## config.mk

```make
export PLATFORM = sky130hd
export DESIGN_NAME = type_a_b_frame_settings
export DESIGN_NICKNAME = d
export VERILOG_FILES = /design/src/frame_settings_pkg.sv /design/src/type_a_b_frame_settings.sv
export VERILOG_INCLUDE_DIRS = /design/src
export SDC_FILE = /design/constraint.sdc
export NUM_CORES = 1
export LEC_CHECK = 0
export ABC_AREA = 1
export BUFFER_PORTS_ARGS = -buffer_cell sky130_fd_sc_hd__buf_2
export CORE_MARGIN = 2
export CORE_UTILIZATION = 52
export CTS_CLUSTER_DIAMETER = 80
export DETAILED_ROUTE_END_ITERATION = 8
export HOLD_SLACK_MARGIN = 0.05
export PLACE_DENSITY = 0.8
export RECOVER_POWER = 25
export SYNTH_ARGS = -nofsm -noshare
export SYNTH_HDL_FRONTEND = slang
export SYNTH_SLANG_ARGS = --single-unit
```

## constraint.sdc

```tcl
create_clock -name ref_clk_i -period 1.6 [get_ports ref_clk_i]
set_input_delay 0.16 -clock ref_clk_i [delete_from_list [all_inputs] [get_ports ref_clk_i]]
set_output_delay 0.16 -clock ref_clk_i [all_outputs]
set_load 0.02 [all_outputs]
```

## src/frame_settings_defs.svh

```systemverilog
`ifndef FRAME_SETTINGS_DEFS_SVH
`define FRAME_SETTINGS_DEFS_SVH

// -----------------------------------------------------------------------------
// Register map
// -----------------------------------------------------------------------------
`define TYPE_A_FRAMING_SETTINGS_ADDR 8'h05
`define TYPE_B_FRAMING_SETTINGS_ADDR 8'h06
`define FRAMING_STATUS_ADDR 8'h0A
`define SETTINGS_RESET 8'h00

// -----------------------------------------------------------------------------
// Type A field positions
// -----------------------------------------------------------------------------
`define TA_NO_TX_PARITY_BIT 7
`define TA_NO_RX_PARITY_BIT 6
`define TA_TRANSPORT_FRAME_BIT 5
`define TA_PULSE_MSB 4
`define TA_PULSE_LSB 1
`define TA_ANTICOLL_BIT 0

// -----------------------------------------------------------------------------
// Type B field positions
// -----------------------------------------------------------------------------
`define TB_EGT_MSB 7
`define TB_EGT_LSB 5
`define TB_SOF_LOW_BIT 4
`define TB_SOF_HIGH_BIT 3
`define TB_EOF_LOW_BIT 2
`define TB_MIDPOINT_BIT 1
`define TB_RX_OMIT_BIT 0

// -----------------------------------------------------------------------------
// Timing figures in etu and carrier periods
// -----------------------------------------------------------------------------
`define EGT_MAX_ETU 4'h6
`define SOF_LOW_SHORT_ETU 4'hA
`define SOF_LOW_LONG_ETU 4'hB
`define SOF_HIGH_SHORT_ETU 4'h2
`define SOF_HIGH_LONG_ETU 4'h3
`define EOF_LOW_SHORT_ETU 4'hA
`define EOF_LOW_LONG_ETU 4'hB
`define TRANSPORT_START_BYTE 8'hF0
`define PULSE_BASE_128 6'h23
`define PULSE_BASE_32 6'h09
`define PULSE_BASE_16 6'h05

`endif

```

## src/frame_settings_pkg.sv

```systemverilog
package frame_settings_pkg;
    typedef enum logic [1:0] {
        rate_fc128,
        rate_fc64,
        rate_fc32,
        rate_fc16
    } bit_rate_t;
endpackage : frame_settings_pkg

```

## src/type_a_b_frame_settings.sv

```systemverilog
// Functional notes
// - Transmit parity suppression sends raw FIFO data.
// - Receive suppression stores raw bits, no checks.
// - Transport frame adds F0 and length, strips F0.
// - Pulse width from four-bit field, carrier periods.
// - fc/128 width is 35 plus signed code.
// - Higher rates use fixed pulse width lookup.
// - Both registers reset to zero, also set-default.
// - Extra guard time codes 0..6, 7 gives 6.
// - SOF low 10 or 11 etu.
// - SOF high 2 or 3 etu.
// - EOF low 10 or 11 etu.
// - Midpoint bit overrides SOF and EOF bits.
// - Receive omission: fixed SOF, no EOF, last byte.
`timescale 1ns/1ps
`include "frame_settings_defs.svh"

module type_a_b_frame_settings
    import frame_settings_pkg::*;
#(
    parameter int ADDR_W = 8
) (
    input wire logic ref_clk_i,
    input wire logic reset_i,
    input wire logic [ADDR_W-1:0] addr_i,
    input wire logic [7:0] wdata_i,
    input wire logic wr_i,
    input wire logic rd_i,
    input wire logic set_default_i,
    input wire logic [1:0] bit_rate_i,
    output logic [7:0] rdata_o,
    output logic tx_parity_en_o,
    output logic rx_parity_check_en_o,
    output logic rx_crc_check_en_o,
    output logic transport_frame_insert_o,
    output logic [7:0] transport_start_byte_o,
    output logic [5:0] pulse_width_o,
    output logic pulse_width_valid_o,
    output logic anticoll_frame_o,
    output logic [3:0] guard_time_etu_o,
    output logic [3:0] sof_low_etu_o,
    output logic [3:0] sof_high_etu_o,
    output logic [3:0] eof_low_etu_o,
    output logic midpoint_timing_o,
    output logic rx_eof_required_o,
    output logic receive_start_stop_omit_o,
    output logic rx_store_last_byte_only_o
);

    // The status register sits at the highest mapped offset and needs four bits.
    if (ADDR_W < 4) begin : g_addr_w_check
        $error("ADDR_W too small for the register map");
    end

    // -------------------------------------------------------------------------
    // State
    // -------------------------------------------------------------------------
    typedef struct packed {
        logic [7:0] type_a;
        logic [7:0] type_b;
        logic [7:0] rdata;
        logic tx_par;
        logic rx_par;
        logic rx_crc;
        logic tf;
        logic [5:0] pw;
        logic pw_ok;
        logic antcl;
        logic [3:0] egt;
        logic [3:0] sof_lo;
        logic [3:0] sof_hi;
        logic [3:0] eof_lo;
        logic mid;
        logic eof_req;
        logic omit;
        logic [7:0] sb;
    } state_t;

    state_t st_r;
    state_t st_nxt;

    // Midpoint timing cannot land on a half etu with integer counts, so the
    // long SOF low, short SOF high and short EOF low values stand in for the
    // centred setting; finer timing would need a sub-etu counter.
    function automatic logic [6:0] pulse_lookup(input logic [3:0] code, input logic [1:0] rate);
        logic signed [5:0] s;
        logic [6:0] r;
        s = {{2{code[3]}}, code};
        r = 7'h00;
        case (bit_rate_t'(rate))
            rate_fc128: r = {1'b1, 6'(`PULSE_BASE_128 + s)};
            rate_fc64: begin
                if (code == 4'h4) r = {1'b1, 6'h16};
                else if (code == 4'h5) r = {1'b1, 6'h15};
                else if (code == 4'h6) r = {1'b1, 6'h14};
                else if (code == 4'h7 || code == 4'h8 || code == 4'h9) r = 7'h00;
                else r = {1'b1, 6'(6'h12 + s)};
            end
            rate_fc32: begin
                if (s >= -6'sh4 && s <= 6'sh4) r = {1'b1, 6'(`PULSE_BASE_32 + s)};
                else r = 7'h00;
            end
            default: begin
                if (s >= -6'sh3 && s <= 6'sh3) r = {1'b1, 6'(`PULSE_BASE_16 + s)};
                else r = 7'h00;
            end
        endcase
        return r;
    endfunction : pulse_lookup

    // -------------------------------------------------------------------------
    // Next state
    // -------------------------------------------------------------------------
    always_comb begin
        logic [6:0] pl;
        logic [2:0] egt_code;
        pl = 7'h00;
        egt_code = 3'h0;
        st_nxt = st_r;
        st_nxt.rdata = 8'h00;
        if (reset_i || set_default_i) begin
            st_nxt.type_a = `SETTINGS_RESET;
            st_nxt.type_b = `SETTINGS_RESET;
        end else if (wr_i) begin
            if (addr_i == ADDR_W'(`TYPE_A_FRAMING_SETTINGS_ADDR)) st_nxt.type_a = wdata_i;
            if (addr_i == ADDR_W'(`TYPE_B_FRAMING_SETTINGS_ADDR)) st_nxt.type_b = wdata_i;
        end
        if (rd_i) begin
            if (addr_i == ADDR_W'(`TYPE_A_FRAMING_SETTINGS_ADDR)) st_nxt.rdata = st_r.type_a;
            else if (addr_i == ADDR_W'(`TYPE_B_FRAMING_SETTINGS_ADDR)) st_nxt.rdata = st_r.type_b;
            else if (addr_i == ADDR_W'(`FRAMING_STATUS_ADDR)) st_nxt.rdata = {1'b0, st_r.pw_ok, st_r.pw};
        end
        st_nxt.tx_par = ~st_r.type_a[`TA_NO_TX_PARITY_BIT];
        st_nxt.rx_par = ~st_r.type_a[`TA_NO_RX_PARITY_BIT];
        st_nxt.rx_crc = ~st_r.type_a[`TA_NO_RX_PARITY_BIT];
        st_nxt.tf = st_r.type_a[`TA_TRANSPORT_FRAME_BIT];
        // The start byte is constant, yet it is registered like every other output.
        st_nxt.sb = `TRANSPORT_START_BYTE;
        pl = pulse_lookup(st_r.type_a[`TA_PULSE_MSB:`TA_PULSE_LSB], bit_rate_i);
        st_nxt.pw = pl[5:0];
        st_nxt.pw_ok = pl[6];
        st_nxt.antcl = st_r.type_a[`TA_ANTICOLL_BIT];
        egt_code = st_r.type_b[`TB_EGT_MSB:`TB_EGT_LSB];
        st_nxt.egt = (egt_code == 3'h7) ? `EGT_MAX_ETU : {1'b0, egt_code};
        st_nxt.mid = st_r.type_b[`TB_MIDPOINT_BIT];
        st_nxt.omit = st_r.type_b[`TB_RX_OMIT_BIT];
        st_nxt.eof_req = ~st_r.type_b[`TB_RX_OMIT_BIT];
        if (st_r.type_b[`TB_RX_OMIT_BIT]) begin
            st_nxt.sof_lo = `SOF_LOW_SHORT_ETU;
            st_nxt.sof_hi = `SOF_HIGH_SHORT_ETU;
            st_nxt.eof_lo = `EOF_LOW_SHORT_ETU;
        end else if (st_r.type_b[`TB_MIDPOINT_BIT]) begin
            st_nxt.sof_lo = `SOF_LOW_LONG_ETU;
            st_nxt.sof_hi = `SOF_HIGH_SHORT_ETU;
            st_nxt.eof_lo = `EOF_LOW_SHORT_ETU;
        end else begin
            st_nxt.sof_lo = st_r.type_b[`TB_SOF_LOW_BIT] ? `SOF_LOW_LONG_ETU
                                                       : `SOF_LOW_SHORT_ETU;
            st_nxt.sof_hi = st_r.type_b[`TB_SOF_HIGH_BIT] ? `SOF_HIGH_LONG_ETU
                                                        : `SOF_HIGH_SHORT_ETU;
            st_nxt.eof_lo = st_r.type_b[`TB_EOF_LOW_BIT] ? `EOF_LOW_LONG_ETU
                                                       : `EOF_LOW_SHORT_ETU;
        end
        if (reset_i) begin
            st_nxt = '0;
            st_nxt.tx_par = 1'b1;
            st_nxt.rx_par = 1'b1;
            st_nxt.rx_crc = 1'b1;
            st_nxt.eof_req = 1'b1;
            st_nxt.sof_lo = `SOF_LOW_SHORT_ETU;
            st_nxt.sof_hi = `SOF_HIGH_SHORT_ETU;
            st_nxt.eof_lo = `EOF_LOW_SHORT_ETU;
            st_nxt.pw = `PULSE_BASE_128;
            st_nxt.pw_ok = 1'b1;
            st_nxt.sb = `TRANSPORT_START_BYTE;
        end
    end

    always_ff @(posedge ref_clk_i) begin
        st_r <= st_nxt;
    end

    // -------------------------------------------------------------------------
    // Outputs
    // -------------------------------------------------------------------------
    assign rdata_o = st_r.rdata;
    assign tx_parity_en_o = st_r.tx_par;
    assign rx_parity_check_en_o = st_r.rx_par;
    assign rx_crc_check_en_o = st_r.rx_crc;
    assign transport_frame_insert_o = st_r.tf;
    assign transport_start_byte_o = st_r.sb;
    assign pulse_width_o = st_r.pw;
    assign pulse_width_valid_o = st_r.pw_ok;
    assign anticoll_frame_o = st_r.antcl;
    assign guard_time_etu_o = st_r.egt;
    assign sof_low_etu_o = st_r.sof_lo;
    assign sof_high_etu_o = st_r.sof_hi;
    assign eof_low_etu_o = st_r.eof_lo;
    assign midpoint_timing_o = st_r.mid;
    assign rx_eof_required_o = st_r.eof_req;
    assign receive_start_stop_omit_o = st_r.omit;
    assign rx_store_last_byte_only_o = st_r.omit;
endmodule : type_a_b_frame_settings
```

### After elaboration in Yosys (flattened, before gate mapping)

Cells that the tools add are included.

| word-level totals | value |
|---|---|
| register bits after elaboration | 62 |
| input bits | 23 |
| output and inout port bits | 48 |
| word-level logic and storage cells | 71 |

| cells by class | value |
|---|---|
| add/subtract/negate cells | 4 |
| magnitude comparators | 4 |
| eq/ne operators | 12 |
| multiplexer cells | 15 |
| bitwise operators | 4 |
| reductions and logical operators | 13 |

Operators by type and width:

| operator | count |
|---|---|
| $mux 7 | 7 |
| $pmux 7 s3 | 1 |
| $eq 4x3->1 const B | 4 |
| $eq 8x3->1 const B | 2 |
| $mux 8 | 2 |
| $mux 9 | 1 |
| $eq 4x4->1 const B | 2 |
| $eq 8x4->1 const B | 1 |
| $ge 4x3->1 const B | 2 |
| $reduce_or 2->1 | 4 |
| $add 5x4->6 const A | 1 |
| $add 5x6->6 const A | 1 |
| $add 6x6->6 const A | 1 |
| $add 4x4->5 const A | 1 |
| $le 4x3->1 const B | 1 |
| $le 4x4->1 const B | 1 |
| $not 1->1 | 4 |
| $reduce_and 2->1 | 2 |
| $eq 3x3->1 const B | 1 |
| $logic_or 1x1->1 | 3 |
| $mux 1 | 3 |
| $mux 3 | 1 |
| $reduce_or 3->1 | 1 |
| $eq 2x1->1 const B | 1 |
| 3 further kinds | 4 |

### Longest topological paths before layout

| logic depth | value |
|---|---|
| word-level depth | 8 |
| depth in mapped cells | 11 |
| depth with buffers taken out | 10 |

### Worst setup path before layout

No wires, ideal clock.

| timing path | value |
|---|---|
| path kind | reg2reg |
| from | reg st_r[56] (netlist bit) |
| to | reg st_r, in the netlist pulse_width_valid_o |
| setup time | 0.126 ns |
| arrival | 1.348 ns |
| required time | 1.474 ns |
| setup slack | 0.127 ns |
| cell stages (with the launch flop) | 10 |
| path buffers | 1 |
| clock period less this slack | 1.473 ns |
| path through | dfxtp_1 -> clkbuf_2 -> inv_1 -> ha_1 -> inv_1 -> nand2_1 -> o21ai_0 -> nand2_1 -> nand2_1 -> nand4_1 |

| between the ends | value |
|---|---|
| longest elaborated chain between the ends | 8 |
| elaborated cells on any way between the ends | 21 |
| classes of those cells | 4 x order compare; 6 x eq/ne; 7 x mux; 4 x reduce/logical |

RTL lines:

| element | RTL line | source |
|---|---|---|
| start: declaration | type_a_b_frame_settings.sv:79 | `state_t st_r;` |
| start signal: assignment | type_a_b_frame_settings.sv:180 | `st_r <= st_nxt;` |
| $eq 4x3->1 or $eq 4x4->1 (tied branches) | type_a_b_frame_settings.sv:96 | `else if (code == 4'h7 \|\| code == 4'h8 \|\| code == 4'h9) r = 7'h00;` |
| $logic_or 1x1->1 (2 in series) | type_a_b_frame_settings.sv:96 |  |
| $mux 7 | type_a_b_frame_settings.sv:96 |  |
| $mux 7 | type_a_b_frame_settings.sv:95 | `else if (code == 4'h6) r = {1'b1, 6'h14};` |
| $mux 7 | type_a_b_frame_settings.sv:94 | `else if (code == 4'h5) r = {1'b1, 6'h15};` |
| $mux 7 | type_a_b_frame_settings.sv:93 | `if (code == 4'h4) r = {1'b1, 6'h16};` |
| $pmux 7 s3 (*) | type_a_b_frame_settings.sv:90 | `case (bit_rate_t'(rate))` |

Mark *: on every way between the ends. The rest lies on a longest branch, timed or not.
A chain may end at the register's enable or synchronous reset.

### Final worst setup path

| timing path | value |
|---|---|
| from | reg st_r[56] (netlist bit) |
| to | reg st_r, in the netlist pulse_width_o[0] |

| between the ends | value |
|---|---|
| longest elaborated chain between the ends | 8 |
| elaborated cells on any way between the ends | 25 |
| classes of those cells | 4 x add/sub; 4 x order compare; 6 x eq/ne; 7 x mux; 4 x reduce/logical |

RTL lines:

| element | RTL line |
|---|---|
| branches (longest 7 deep; another with $add 5x6->6) | n/a |
| $pmux 7 s3 (*) | type_a_b_frame_settings.sv:90 |

Mark *: on every way between the ends.

==> flow_results.org <==
** Finish
- Layout-stage area growth over the synthesis result :: 6.57%
- Summed area of non-filler cells in the final layout :: 0.00260 mm2
- For this run, the post-layout net count is 407.
- Sequential cell area :: just under 900 um2
- Of the cells placed in the final design, the portion with a size suffix greater than 1 is 0.215.
- Multi-input combinational cell area :: 0.00108 mm2
- The layout has 421 filler cells.
- The number of antenna diodes in the final layout is 0.

** Route
- Vias per inst :: just under 5
- Summed over all layers, the routed wires come to roughly 5.2 mm.
- In the final routed layout, each cell accounts on average for 12.1 um.
- The first TritonRoute pass finished after 4 iterations.
- Post-route DRC :: 0
- Number of DRC violations after detailed-routing iteration 0 :: 88
- Via count of the routed design :: 2,084
- Post-route ant nets :: 0

** Synth
- Proportion of synthesized chip area in sequential cells :: 0.361
- Number of flip-flops and latches in the synthesized netlist :: 44
- The share of synthesized area in the top cell type comes to 0.361.
- Synthesized cell area :: about 0.0024 mm2
- Yosys cell types :: 33
- Most instantiated cells after synthesis :: 68 x sky130_fd_sc_hd__nand2_1, 44 x sky130_fd_sc_hd__dfxtp_1, 44 x sky130_fd_sc_hd__nor2_1, 41 x sky130_fd_sc_hd__buf_4, 41 x sky130_fd_sc_hd__inv_1
- In the synthesized netlist the dominant register cell turns out to be sky130_fd_sc_hd__dfxtp_1.
- Synthesis produced a netlist whose cell count is 340.
- Synth warn :: 0
- Of all flip-flops after synthesis, the portion carrying an async set or reset was 0.
- Most area-consuming cells after synthesis :: sky130_fd_sc_hd__dfxtp_1 36%, sky130_fd_sc_hd__buf_4 13%, sky130_fd_sc_hd__nand2_1 10%
- Averaged over all synthesized cells, the footprint is 7.17 um2.
- In the post-synthesis netlist, the cell with the most instances is sky130_fd_sc_hd__nand2_1.
- Counting flops with a built-in enable in the synthesized netlist gives 0.
- Cell accounting for the most synthesized area :: sky130_fd_sc_hd__dfxtp_1

** STA
- Setup repair after global routing left no endpoint under its margin.
- The hold violation total from the final report was 0.
- The count of final max-slew check failures came to 0.
- Worst Clk Skew :: between 0.005 and 0.006 ns
- The clock period could shrink to 1.46 ns.
- The worst path meets setup with 0.139 ns of slack.
- Headroom to the max-slew limit came out at 0.494.
- Setup violations remaining at the end of the flow were counted as 0.
- In the finished design, the share of the clock period the worst path needs comes to 0.913.
- Setup TNS Final :: 0 ns
- Top achievable clock speed :: 684 MHz
- For the pin with the worst max-slew slack, the measured transition is 0.753 ns.

** Power and ir drop
- Power per cell area :: 749 mW/mm2
- VDD sags by at most 0.306 mV.
- Leak pwr :: 1.34 nW
- Overall power consumption after layout is estimated at ~1.9 mW.

** Floorplanning
- Cell row count :: 24
- Die W :: 72.5 um
- Initial core utilization :: 0.548
- The total area inside the core boundary comes to 0.00444 mm2.
- The die is 72.5 um tall.
- Total die area :: between 0.005 and 0.006 mm2
- Top-Level Pins :: 71

** Clock network
- Maximum buffer depth of the clock tree :: 2
- The number of clock buffers added by TritonCTS is 5.
- After clock tree synthesis, the clock-pin slew on the worst setup and hold paths is about 0.080 ns.
- Clock latency at the later pin of the worst-skew pair :: between 0.2 and 0.3 ns
- Setup repair bufs after CTS :: 0
- CTS sink cnt :: 44
- Clock root buffer :: sky130_fd_sc_hd__clkbuf_8
- Gates resized during post-CTS repair numbered 0.
- Clock tree from TritonCTS :: built
- Number of levels in the clock H-tree :: 2
- Number of hold buffers added after CTS :: 0

** Critical path
- Most frequent cell on the critical path :: sky130_fd_sc_hd__inv_1
- On the worst path, the slowest cell contributes a delay of 0.31 ns.
- STA classifies the critical path startpoint as a flip-flop.
- Crit path from :: st_r[56]
- FF-to-FF path depth :: 8
- Endpoint kind of the worst setup timing path :: flip-flop
- Ordered list of cells on the worst path :: inv_1, ha_1, inv_1, nand2_1, nand3_1, nand3_2, o21ai_0, nand3b_1
- Peak fanout along the critical path :: 4
- Slowest library cell on the worst path :: sky130_fd_sc_hd__dfxtp_1
- Data arrives at the worst endpoint at 1.64 ns.
- Reg-to-reg endpoint :: pulse_width_o[0]
- At the worst endpoint, the required time is 1.78 ns.
- In this run the critical register-to-register path is launched from st_r[56].
- CP endpoint :: pulse_width_o[0]
- Kind of critical path :: flip-flop to flip-flop
- Register-to-Register Setup Slack :: roughly 0.14 ns

** Global route
- Number of antenna violations at the first check in global routing :: 0
- Global-route wire length before repair :: ~8 mm
- Overflow left after global routing :: 0
- For this run, the total global-route usage over all layers was measured as 0.204.
- Via count of the first global-routing pass :: approximately 1,800
- Pin count of the biggest net entering global routing :: 16

** Status
- The run finished with clean final reports.

** Placed design
- The placed instances occupy a cell area of 0.00253 mm2.
- Worst setup timing slack at the placement stage :: 0.0422 ns
- Placer congestion estimate :: 0.886
- Post-detail-place hpwl :: 4.04 mm
- Input and output buffers added on the ports amount to 52.

** Min path
- Min-delay worst type :: input port to flip-flop

** Run
- Number of maximum-capacitance constraint violations :: 0
-- flip-flops by register name (all words and copies together), names as in the netlist, 3 cells and up --
signal,flops
rdata_o,8
pulse_width_o,6
guard_time_etu_o,3
st_r,16
-- worst max-delay path, delay by kind of cell (launching register included) --
| family | cells | cell delay, ns |
|---|---|---|
| AOI/OAI and AO/OA | 1 | 0.07 |
| and+or+nand+nor | 4 | 0.49 |
| buffers and inverters | 2 | 0.24 |
| adders and majority gates | 1 | 0.23 |
| DFF | 1 | 0.31 |
-- logic make-up after synthesis --
| group | count (synthesis) | share of synthesized area |
|---|---|---|
| buffers and inverters | 91 | 0.213 |
| AO/OA/AOI/OAI | 43 | 0.0981 |
| flip-flops | 44 | 0.361 |
| other | 2 | 0.00308 |
| XOR/XNOR | 1 | 0.00359 |
| adder cells (fa/ha/maj) | 8 | 0.0411 |
| AND/OR/NAND/NOR | 151 | 0.280 |
-- area by class of cell --
cell class / instances / share of cell area
clock buffer: 5 / 0.0265
clock inverter: 2 / 0.00482
inverter: 45 / 0.0679
multi-input combinational: 221 / 0.417
sequential: 44 / 0.340
tap: 52 / 0.0250
timing repair buffer: 59 / 0.119
-- per-stage QoR --
stage	util	hold slack, ns	cells
4_1_cts	0.588	0.111	428
2_1_floorplan	-	0.295	356
5_1_grt	0.584	0.108	428
3_5_place_dp	0.570	0.406	421
6_report	0.584	0.115	428
3_3_place_gp	0.570	0.406	421
-- layout by cell type (no fill, tap or decap), drive strengths merged --
master | netlist | final
a211oi | 1 | 1
a21oi | 16 | 16
buf | 44 | 56
clkbuf | 2 | 8
clkinv | 0 | 1
clkinvlp | 0 | 1
conb | 2 | 18
dfxtp | 44 | 44
ha | 8 | 8
inv | 45 | 45
nand2 | 72 | 72
nand3 | 22 | 22
nand3b | 1 | 1
nand4 | 4 | 4
nor2 | 50 | 50
nor3 | 1 | 1
o211ai | 5 | 5
o21a | 1 | 1
o21ai | 19 | 19
o21bai | 1 | 1
or2 | 1 | 1
xor2 | 1 | 1
-- per-layer routing --
metal,up-vias,global-route usage,wire [um]
met5,-,0,0
met4,0,0.0844,93
met3,9,0.0389,356
met2,93,0.337,2400
met1,913,0.261,2320
li1,1069,-,-
-- power by group --
group	switching, mW	internal [mW]	total, mW	leakage, nW
Sequential	0.00704	1.10	1.11	0.357
Clock	0.360	0.295	0.655	0.0400
Combinational	0.126	0.0524	0.179	0.942
-- how the worst min path moves through the flow --
stage | from | end | cells past startpoint
after CTS | wdata_i[7] | st_r[62] | 3
after floorplan | wdata_i[0] | st_r[55] | 2
after global placement | wdata_i[5] | st_r[60] | 3
after global routing | wdata_i[4] | st_r[51] | 3
final | wdata_i[7] | st_r[62] | 3
after detailed placement | wdata_i[7] | st_r[62] | 3
No activity file was read; power rests on OpenSTA's default activity.
